### config.mk
export PLATFORM = sky130hd
export DESIGN_NAME = cgr_global_regs
export DESIGN_NICKNAME = d
export VERILOG_FILES = /design/src/cgr_global_regs.v /design/src/cgr_ring_route.v
export VERILOG_INCLUDE_DIRS = /design/src
export SDC_FILE = /design/constraint.sdc
export NUM_CORES = 1
export LEC_CHECK = 0
export ABC_CLOCK_PERIOD_IN_PS = 2000
export BUFFER_PORTS_ARGS = -buffer_cell sky130_fd_sc_hd__buf_2
export CORE_MARGIN = 2
export CORE_UTILIZATION = 23
export DETAILED_ROUTE_END_ITERATION = 16
export PLACE_DENSITY_LB_ADDON = 0.25
export SYNTH_ARGS = -nofsm -noshare
export SYNTH_HDL_FRONTEND = slang
export SYNTH_SLANG_ARGS = --single-unit
### constraint.sdc
create_clock -name clock -period 2 [get_ports clock]
set_clock_uncertainty 0.05 [all_clocks]
set_input_delay 0.2 -clock clock [delete_from_list [all_inputs] [get_ports clock]]
set_output_delay 0.2 -clock clock [all_outputs]
set_load 0.02 [all_outputs]
### src/cgr_defs.vh
// Constants for the codec global configuration register group.
// Assumes inclusion by bare name from the design files of this group.
`ifndef CGR_DEFS_VH
`define CGR_DEFS_VH

// ****************************************
// Command byte layout
// ****************************************
`define CGR_CMD_WRITE_BIT  7
`define CGR_ADDR_MSB       6

// ****************************************
// Register addresses (command low seven bits)
// ****************************************
`define CGR_ADDR_PCM_FMT   7'h26
`define CGR_ADDR_RING_CTL  7'h27
`define CGR_ADDR_SIG_STAT  7'h28
`define CGR_ADDR_PIN1      7'h29
`define CGR_ADDR_PIN2      7'h2A
`define CGR_ADDR_PIN3      7'h2B
`define CGR_ADDR_LVL_LOW   7'h31
`define CGR_ADDR_LVL_HIGH  7'h32

// ****************************************
// Field positions
// ****************************************
`define CGR_FMT_LAW        7
`define CGR_FMT_VOICE      6
`define CGR_FMT_DOUBLE     5
`define CGR_FMT_EDGE_MSB   4
`define CGR_FMT_EDGE_LSB   3
`define CGR_FMT_OFS_MSB    2
`define CGR_FMT_OFS_LSB    0
`define CGR_RING_POL       7
`define CGR_RING_RSVD      6
`define CGR_HOOK_POL       5
`define CGR_HOOK_SEL       4
`define CGR_TRIP_EN        3
`define CGR_RSEL_MSB       2
`define CGR_RSEL_LSB       0
`define CGR_LVL_READY      0

// ****************************************
// Ring output select codes
// ****************************************
`define CGR_RSEL_PIN1      3'h3
`define CGR_RSEL_PIN2      3'h4
`define CGR_RSEL_PIN3      3'h5
`define CGR_RSEL_DED1      3'h6
`define CGR_RSEL_DED2      3'h7

// ****************************************
// Reset values
// ****************************************
`define CGR_RST_BYTE       8'h00
`define CGR_RST_NIBBLE     4'h0

`endif

### src/cgr_global_regs.v
// Global configuration and status register group of a four-channel codec.
// Assumes a serial host port upstream delivers decoded command and data
// bytes as one-cycle strobes on the device master clock.
//
// Contract
// - Command bit 7 is write flag; format register read 26H, write A6H.
// - Format bit 7: zero A-law default, one mu-law.
// - Format bit 6: zero compressed default, one linear code.
// - Slope bit 5: zero single bit clock default, one double.
// - Low slope bits choose transmit and receive bit clock edges.
// - Three-bit offset delays slots 0 to 7 bit clocks from frame sync.
// - Ring polarity zero: pin falls to ring; one: pin rises.
// - Hook polarity zero: off-hook input active low; one: active high.
// - Hook select zero: first signal input; one: second signal input.
// - Ring trip enable bit turns hardware ring trip on or off.
// - Ring select picks bidir pin 1-3 if output, or dedicated outputs.
// - Status register: hook bits low nibble, ground key bits high nibble.
// - Bidir register high nibble sets direction per channel, one output.
// - Bidir low nibble reads input pins, drives written value on outputs.
// - Global registers 13 to 17 are reserved without function.
// - Level low byte, read 31H, resets to 00H.
// - Low byte bit 0 set on result ready, cleared after high byte read.
// - Level high byte, read 32H, resets to zero.
`timescale 1ns/1ps
`default_nettype none
`include "cgr_defs.vh"

module cgr_global_regs #(
    parameter CHANNELS = 4                      // Line channels served
) (
    input  wire                  clock,         // Device master clock, 100 MHz
    input  wire                  rst_b,         // Synchronous reset, active low
    input  wire                  cmdValid,      // Command byte strobe
    input  wire [7:0]            cmdByte,       // Command: write flag and address
    input  wire                  wrValid,       // Write data byte strobe
    input  wire [7:0]            wrData,        // Write data byte
    output reg  [7:0]            rdData,        // Read data byte
    output reg                   rdValid,       // Read data valid pulse
    input  wire [CHANNELS-1:0]   hookDebounced,   // Debounced first inputs
    input  wire [CHANNELS-1:0]   groundDebounced, // Debounced second inputs
    input  wire [CHANNELS-1:0]   firstSignalIn,   // Raw first signal inputs
    input  wire [CHANNELS-1:0]   secondSignalIn,  // Raw second signal inputs
    input  wire [CHANNELS-1:0]   ringActive,      // Per-channel ring request
    output wire [CHANNELS-1:0]   offHook,         // Off-hook after select/pol
    output wire [CHANNELS-1:0]   ringTripOffHook, // Off-hook gated by trip en
    input  wire [CHANNELS-1:0]   pinOneIn,        // Bidir pin one inputs
    output wire [CHANNELS-1:0]   pinOneOut,       // Bidir pin one outputs
    output wire [CHANNELS-1:0]   pinOneOe,        // Bidir pin one drive enable
    input  wire [CHANNELS-1:0]   pinTwoIn,        // Bidir pin two inputs
    output wire [CHANNELS-1:0]   pinTwoOut,       // Bidir pin two outputs
    output wire [CHANNELS-1:0]   pinTwoOe,        // Bidir pin two drive enable
    input  wire [CHANNELS-1:0]   pinThreeIn,      // Bidir pin three inputs
    output wire [CHANNELS-1:0]   pinThreeOut,     // Bidir pin three outputs
    output wire [CHANNELS-1:0]   pinThreeOe,      // Bidir pin three drive enable
    input  wire [CHANNELS-1:0]   dedOneBase,      // Dedicated output one level
    input  wire [CHANNELS-1:0]   dedTwoBase,      // Dedicated output two level
    output wire [CHANNELS-1:0]   dedicatedOutputOne, // Dedicated output one
    output wire [CHANNELS-1:0]   dedicatedOutputTwo, // Dedicated output two
    input  wire                  levelResultValid,   // Meter result ready pulse
    input  wire [15:0]           levelResult,        // Meter result word
    output wire                  muLawSel,        // Companding law select
    output wire                  linearVoice,     // Voice data format select
    output wire                  doubleBitClock,  // Double bit clock mode
    output wire                  txOnFalling,     // Transmit on falling edge
    output wire                  rxOnRising,      // Receive on rising edge
    output wire [2:0]            frameSyncOffset, // Slot offset in bit clocks
    output wire                  ringTripEnable   // Hardware ring trip on
);

    // ****************************************
    // Command decode
    // ****************************************
    reg  [6:0] addrQ;
    reg        writeQ;
    reg        armedQ;
    reg  [7:0] fmtQ;
    reg  [7:0] ringQ;
    wire [7:0] pinRegQ [0:2];
    reg  [7:0] lvlLowQ;
    reg  [7:0] lvlHighQ;
    wire       doWrite = wrValid & armedQ & writeQ;
    wire       highRead;

    always @(posedge clock) begin
        if (!rst_b) begin
            addrQ  <= 7'h00;
            writeQ <= 1'b0;
            armedQ <= 1'b0;
        end else if (cmdValid) begin
            addrQ  <= cmdByte[`CGR_ADDR_MSB:0];
            writeQ <= cmdByte[`CGR_CMD_WRITE_BIT];
            armedQ <= cmdByte[`CGR_CMD_WRITE_BIT];
        end else if (wrValid) begin
            armedQ <= 1'b0;
        end
    end

    // ****************************************
    // Writable registers
    // ****************************************
    // Only the read/write addresses accept a write; others drop it
    always @(posedge clock) begin
        if (!rst_b) begin
            fmtQ  <= `CGR_RST_BYTE;
            ringQ <= `CGR_RST_BYTE;
        end else if (doWrite) begin
            if (addrQ == `CGR_ADDR_PCM_FMT)
                fmtQ <= wrData;
            if (addrQ == `CGR_ADDR_RING_CTL) begin
                ringQ <= wrData;
                // Reserved bit kept zero whatever the host sends
                ringQ[`CGR_RING_RSVD] <= 1'b0;
            end
        end
    end

    genvar p;
    generate
        for (p = 0; p < 3; p = p + 1) begin : gPinReg
            // One flop bank per pin register keeps each entry single-driven
            localparam [31:0] PIN_OFS = p;
            reg [7:0] entryQ;
            always @(posedge clock) begin
                if (!rst_b)
                    entryQ <= `CGR_RST_BYTE;
                else if (doWrite && addrQ == `CGR_ADDR_PIN1 + PIN_OFS[6:0])
                    entryQ <= wrData;
            end
            assign pinRegQ[p] = entryQ;
        end
    endgenerate

    // ****************************************
    // Level meter result and ready flag
    // ****************************************
    // A new result wins over a clearing high-byte read in the same cycle
    always @(posedge clock) begin
        if (!rst_b) begin
            lvlLowQ  <= `CGR_RST_BYTE;
            lvlHighQ <= `CGR_RST_BYTE;
        end else if (levelResultValid) begin
            lvlLowQ  <= {levelResult[7:1], 1'b1};
            lvlHighQ <= levelResult[15:8];
        end else if (highRead) begin
            lvlLowQ[`CGR_LVL_READY] <= 1'b0;
        end
    end

    // ****************************************
    // Read path
    // ****************************************
    wire [7:0] sigStat = {groundDebounced, hookDebounced};
    wire [7:0] pinView [0:2];
    wire [CHANNELS-1:0] pinInAll [0:2];
    assign pinInAll[0] = pinOneIn;
    assign pinInAll[1] = pinTwoIn;
    assign pinInAll[2] = pinThreeIn;

    genvar v;
    generate
        for (v = 0; v < 3; v = v + 1) begin : gPinView
            // Inputs show the pin, outputs show the written value
            assign pinView[v] = {pinRegQ[v][7:4],
                (pinRegQ[v][7:4] & pinRegQ[v][3:0]) |
                (~pinRegQ[v][7:4] & pinInAll[v])};
        end
    endgenerate

    reg [7:0] rdMux;
    always @* begin
        case (addrQ)
            `CGR_ADDR_PCM_FMT:  rdMux = fmtQ;
            `CGR_ADDR_RING_CTL: rdMux = ringQ;
            `CGR_ADDR_SIG_STAT: rdMux = sigStat;
            `CGR_ADDR_PIN1:     rdMux = pinView[0];
            `CGR_ADDR_PIN2:     rdMux = pinView[1];
            `CGR_ADDR_PIN3:     rdMux = pinView[2];
            `CGR_ADDR_LVL_LOW:  rdMux = lvlLowQ;
            `CGR_ADDR_LVL_HIGH: rdMux = lvlHighQ;
            default:            rdMux = `CGR_RST_BYTE;
        endcase
    end

    // Read is answered two cycles after the command byte
    reg readPendQ;
    always @(posedge clock) begin
        if (!rst_b) begin
            readPendQ <= 1'b0;
            rdValid   <= 1'b0;
            rdData    <= `CGR_RST_BYTE;
        end else begin
            readPendQ <= cmdValid & ~cmdByte[`CGR_CMD_WRITE_BIT];
            rdValid   <= readPendQ;
            if (readPendQ)
                rdData <= rdMux;
        end
    end

    assign highRead = readPendQ && addrQ == `CGR_ADDR_LVL_HIGH;

    // ****************************************
    // Format and clocking controls
    // ****************************************
    assign muLawSel        = fmtQ[`CGR_FMT_LAW];
    assign linearVoice     = fmtQ[`CGR_FMT_VOICE];
    assign doubleBitClock  = fmtQ[`CGR_FMT_DOUBLE];
    assign txOnFalling     = fmtQ[`CGR_FMT_EDGE_MSB];
    assign rxOnRising      = fmtQ[`CGR_FMT_EDGE_LSB];
    assign frameSyncOffset = fmtQ[`CGR_FMT_OFS_MSB:`CGR_FMT_OFS_LSB];
    assign ringTripEnable  = ringQ[`CGR_TRIP_EN];

    // ****************************************
    // Hook detection
    // ****************************************
    wire [CHANNELS-1:0] hookRaw = ringQ[`CGR_HOOK_SEL] ? secondSignalIn
                                                       : firstSignalIn;
    assign offHook = ringQ[`CGR_HOOK_POL] ? hookRaw : ~hookRaw;
    assign ringTripOffHook = offHook & {CHANNELS{ringTripEnable}};

    // ****************************************
    // Per-channel pin drive and ring routing
    // ****************************************
    genvar c;
    generate
        for (c = 0; c < CHANNELS; c = c + 1) begin : gChan
            wire [2:0] outEn = {pinRegQ[2][4+c], pinRegQ[1][4+c], pinRegQ[0][4+c]};
            wire [2:0] pinOvr;
            wire [1:0] dedOvr;
            wire       ringLvl;
            // Ring request is gated off on trip off-hook so the line is released quickly
            cgr_ring_route uRoute (
                .ringActive  (ringActive[c] & ~ringTripOffHook[c]),
                .ringPolHigh (ringQ[`CGR_RING_POL]),
                .ringSel     (ringQ[`CGR_RSEL_MSB:`CGR_RSEL_LSB]),
                .pinOutEn    (outEn),
                .pinRingOvr  (pinOvr),
                .dedRingOvr  (dedOvr),
                .ringLevel   (ringLvl)
            );
            assign pinOneOe[c]    = outEn[0];
            assign pinTwoOe[c]    = outEn[1];
            assign pinThreeOe[c]  = outEn[2];
            assign pinOneOut[c]   = pinOvr[0] ? ringLvl : pinRegQ[0][c];
            assign pinTwoOut[c]   = pinOvr[1] ? ringLvl : pinRegQ[1][c];
            assign pinThreeOut[c] = pinOvr[2] ? ringLvl : pinRegQ[2][c];
            assign dedicatedOutputOne[c] = dedOvr[0] ? ringLvl : dedOneBase[c];
            assign dedicatedOutputTwo[c] = dedOvr[1] ? ringLvl : dedTwoBase[c];
        end
    endgenerate

endmodule // cgr_global_regs

`default_nettype wire

### src/cgr_ring_route.v
// Ring control routing: one channel's ring drive onto the selected pin.
// Assumes the select code and directions come from the register bank.
`timescale 1ns/1ps
`default_nettype none
`include "cgr_defs.vh"

module cgr_ring_route (
    input  wire       ringActive,   // Channel ring request, high to ring
    input  wire       ringPolHigh,  // Ring drive polarity
    input  wire [2:0] ringSel,      // Ring output select code
    input  wire [2:0] pinOutEn,     // Direction of the three bidir pins
    output reg  [2:0] pinRingOvr,   // Bidir pins taken over by ring
    output reg  [1:0] dedRingOvr,   // Dedicated outputs taken over by ring
    output wire       ringLevel     // Level to drive on the selected pin
);

    // Inactive level is high for falling activation, low otherwise
    assign ringLevel = ringPolHigh ? ringActive : ~ringActive;

    always @* begin
        pinRingOvr = 3'h0;
        dedRingOvr = 2'h0;
        case (ringSel)
            `CGR_RSEL_PIN1: pinRingOvr[0] = pinOutEn[0];
            `CGR_RSEL_PIN2: pinRingOvr[1] = pinOutEn[1];
            `CGR_RSEL_PIN3: pinRingOvr[2] = pinOutEn[2];
            `CGR_RSEL_DED1: dedRingOvr[0] = 1'b1;
            `CGR_RSEL_DED2: dedRingOvr[1] = 1'b1;
            // Undefined codes route the ring nowhere
            default: begin
                pinRingOvr = 3'h0;
                dedRingOvr = 2'h0;
            end
        endcase
    end

endmodule // cgr_ring_route

`default_nettype wire

==> metrics.md <==
| Metric | Value |
|---|---|
| Clock Latency Late Sink | 0.34 ns |
| Syn Inst Count | 419 |
| Reg2Reg Depth | 5 |
| Worst-path clk slew | 0.06 ns |
| Final hold vios | 0 |
| Iteration-0 DRC Markers | 125 |
| Critical path startpoint category | flop |
| Die area | 0.0192 mm2 |
| DP HPWL | 11.2 mm |
| Antenna viol nets, final | 0 |
| Post-synthesis cell type count | 35 |
| Antenna cells | 0 |
| Min Clock Period, post-route | 2.26 ns |
| Final Core Density | 0.339 |
| Final WL | 14.6 mm |
| Clk buf depth | 2 |
| Num rows | 49 |
| Most frequent cells in the layout | buf_2, mux2i_1, nor2b_1, dfxtp_1, buf_4 |
| Cts hold-fix bufs | 0 |
| # H-tree levels | 3 |
| Max transition margin | 0.606 |
| Vias per cell | 4.52 |
| CTS tree | yes |
| Initial Utilization | 0.233 |
| First-pass GRT wire length | 22.2 mm |
| Main area contributors after synthesis | dfxtp_1, mux2i_1, nor2b_1 |
| Yosys reg bits | 74 |
| Horiz. Die Dim | 139 um |
| Core box area | 0.0179 mm2 |
| Final Max Tran Viols | 0 |
| Nature of the critical path endpoint | output port |
| Clk root buf | clkbuf_16 |
| YS warnings | 0 |
| Main synth FF type | dfxtp_1 |
| Area leader, netlist | dfxtp_1 |
| WP data required | 1.75 ns |
| Initial antenna violation count | 0 |
| Largest net degree at the start of global routing | 35 |
| VDD IR max | 0.000400 V |
| Worst-path cell chain | mux2i_1 -> buf_4 -> mux2i_4 -> a211oi_4 -> buf_12 -> mux2_4 -> buf_6 |
| NumNets Final | 661 |
| I/O Pins | 135 |
| Worst Hold Class | input pin to flop |
| Total CTS buffers | 9 |
| Buffers added on ports | 133 |
| R2r startpoint | addrQ[5]$_SDFFE_PN0P_ |
| Via count | 3695 |
| Layout fillers | 1879 |
| Arrival time worst endpoint | 2.01 ns |
| GRT overflow | 0 |
| Wire per inst | 17.8 um |
| Final worst slack | -0.263 ns |
| Post-synthesis cell area | 0.00418 mm2 |
| Slew @ Worst Pin | 0.585 ns |
| Final TNS setup | -4.54 ns |
| Crit Path Max Fanout | 5 |
| Worst hold margin | 0.0677 ns |
| Sink Count | 74 |
| Avg Cell Area, Syn | 9.96 um2 |
| Area growth, synth to finish | 45.5% |
| Die H | 139 um |
| WS Path Type | flop to output port |
| TritonRoute pass-1 iters | 4 |
| GRT Total Usage | 0.150 |
| Critical-path top delay cell | dfxtp_4 |
| CP Launch Point | ringQ[4]$_SDFFE_PN0P_ |
| FFs w/ async S/R, synth | 0 |
| Post-Synthesis Net Count | 496 |
| PD cells | 610 mW/mm2 |
| Max cap viols | 0 |
| Failing checks | negative setup slack |
| Final worst-path cycle share | 1.13 |
| HP Start | levelResult[1] |
| Outcome | finished with violations |
| Most common cell after layout, fill and taps aside | buf_2 |
| RSZ-0062 raised after global routing | yes |
| Post-synth EDFFs | 0 |
| Vias in the first global route | 3896 |
| Leakage | 2.51 nW |
| Register area share after synthesis | 0.355 |
| Total chip power | 3.71 mW |
| Final setup violating endpoints | 20 |
| Yosys top cell area share | 0.355 |
| DR DRC count | 0 |
| Max incr delay on CP | 0.36 ns |
| Hold path cells | 3 |
| Fraction of layout cells with a size suffix above 1 | 0.425 |
| Final GP Congestion | 0.821 |
| FMAX | 442 MHz |
| Pre-CTS WS | -0.528 ns |
[critical path: cells and delay by family (launching register included)]
family	cells	cell delay (ns)
DFF	1	0.36
buffers and inverters	3	0.45
AOI/OAI and AO/OA	1	0.09
muxes	3	0.77
[timing repair]
action / CTS / global route
setup buffers: 9 / 4
endpoints found under the setup margin: 20 / 23
gates resized for setup: 73 / 15
hold endpoints to repair: 0 / 0
pin swaps: 4 / 4
[cell families (layout without fill, tap and decap cells)]
group	count (synthesis)	count (layout)	share of synthesized area
AOI/OAI and AO/OA	46	46	0.0806
buffers and inverters	41	210	0.0491
xor gates and xnor gates	4	4	0.00839
muxes	116	116	0.297
and+or+nand+nor	138	138	0.210
DFF	74	74	0.355
[cell usage after synthesis, types with 7 or more instances]
| library cell | instances |
|---|---|
| mux2i_1 | 88 |
| nor2b_1 | 77 |
| dfxtp_1 | 74 |
| mux2_2 | 24 |
| nand2_1 | 23 |
| clkbuf_1 | 16 |
| buf_4 | 12 |
| a211oi_1 | 11 |
| nor2_1 | 8 |
| o21ai_0 | 8 |
| a221oi_1 | 7 |
| a22o_1 | 7 |
| inv_1 | 7 |
[through the flow]
stage	std cells	area, um2
finish	817	6070
global route	817	6070
CTS	815	6020
detailed placement	793	5340
global placement	793	5340
floorplan	419	4180
[state kept, by name (all words and copies together), names as in the netlist]
| register | cells |
|---|---|
| addrQ | 7 |
| armedQ | 1 |
| fmtQ | 8 |
| gPinReg.entryQ | 24 |
| lvlHighQ | 8 |
| lvlLowQ | 8 |
| rdData | 8 |
| rdValid | 1 |
| readPendQ | 1 |
| ringQ | 7 |
| writeQ | 1 |
[final cells by class]
cell class / count / area (um2) / area share
Timing Repair Buffer: 188 / 1280 / 0.212
Clock inverter: 2 / 60.1 / 0.00989
Clock buffer: 13 / 260 / 0.0429
Tap cell: 229 / 287 / 0.0472
Multi-Input combinational cell: 304 / 2670 / 0.439
Sequential cell: 74 / 1490 / 0.245
Inverter: 7 / 28.8 / 0.00474
[per-layer routing]
layer | up-vias | share of wire | GRT usage
li1 | 1803 | - | -
met1 | 1779 | 0.43 | 0.175
met2 | 93 | 0.50 | 0.263
met3 | 20 | 0.050 | 0.0490
met4 | 0 | 0.021 | 0.0447
met5 | - | 0 | 0
[report_power, final]
part,internal [mW],switching (mW)
clock,1.15,0.601
combinational,0.218,0.204
sequential,1.50,0.0251
total,2.88,0.829
[path summary, 6_finish.rpt]
kind,slack (ns),endpoint
setup / recovery,-0.26,dedicatedOutputTwo[2]
hold / removal,0.07,lvlLowQ[1]$_SDFFE_PN0P_
setup reg to reg,0.15,fmtQ[4]$_SDFFE_PN0P_
hold reg to reg,0.41,rdData[5]$_SDFFE_PN0P_
Note: power is estimated with default switching activity, not from simulation.
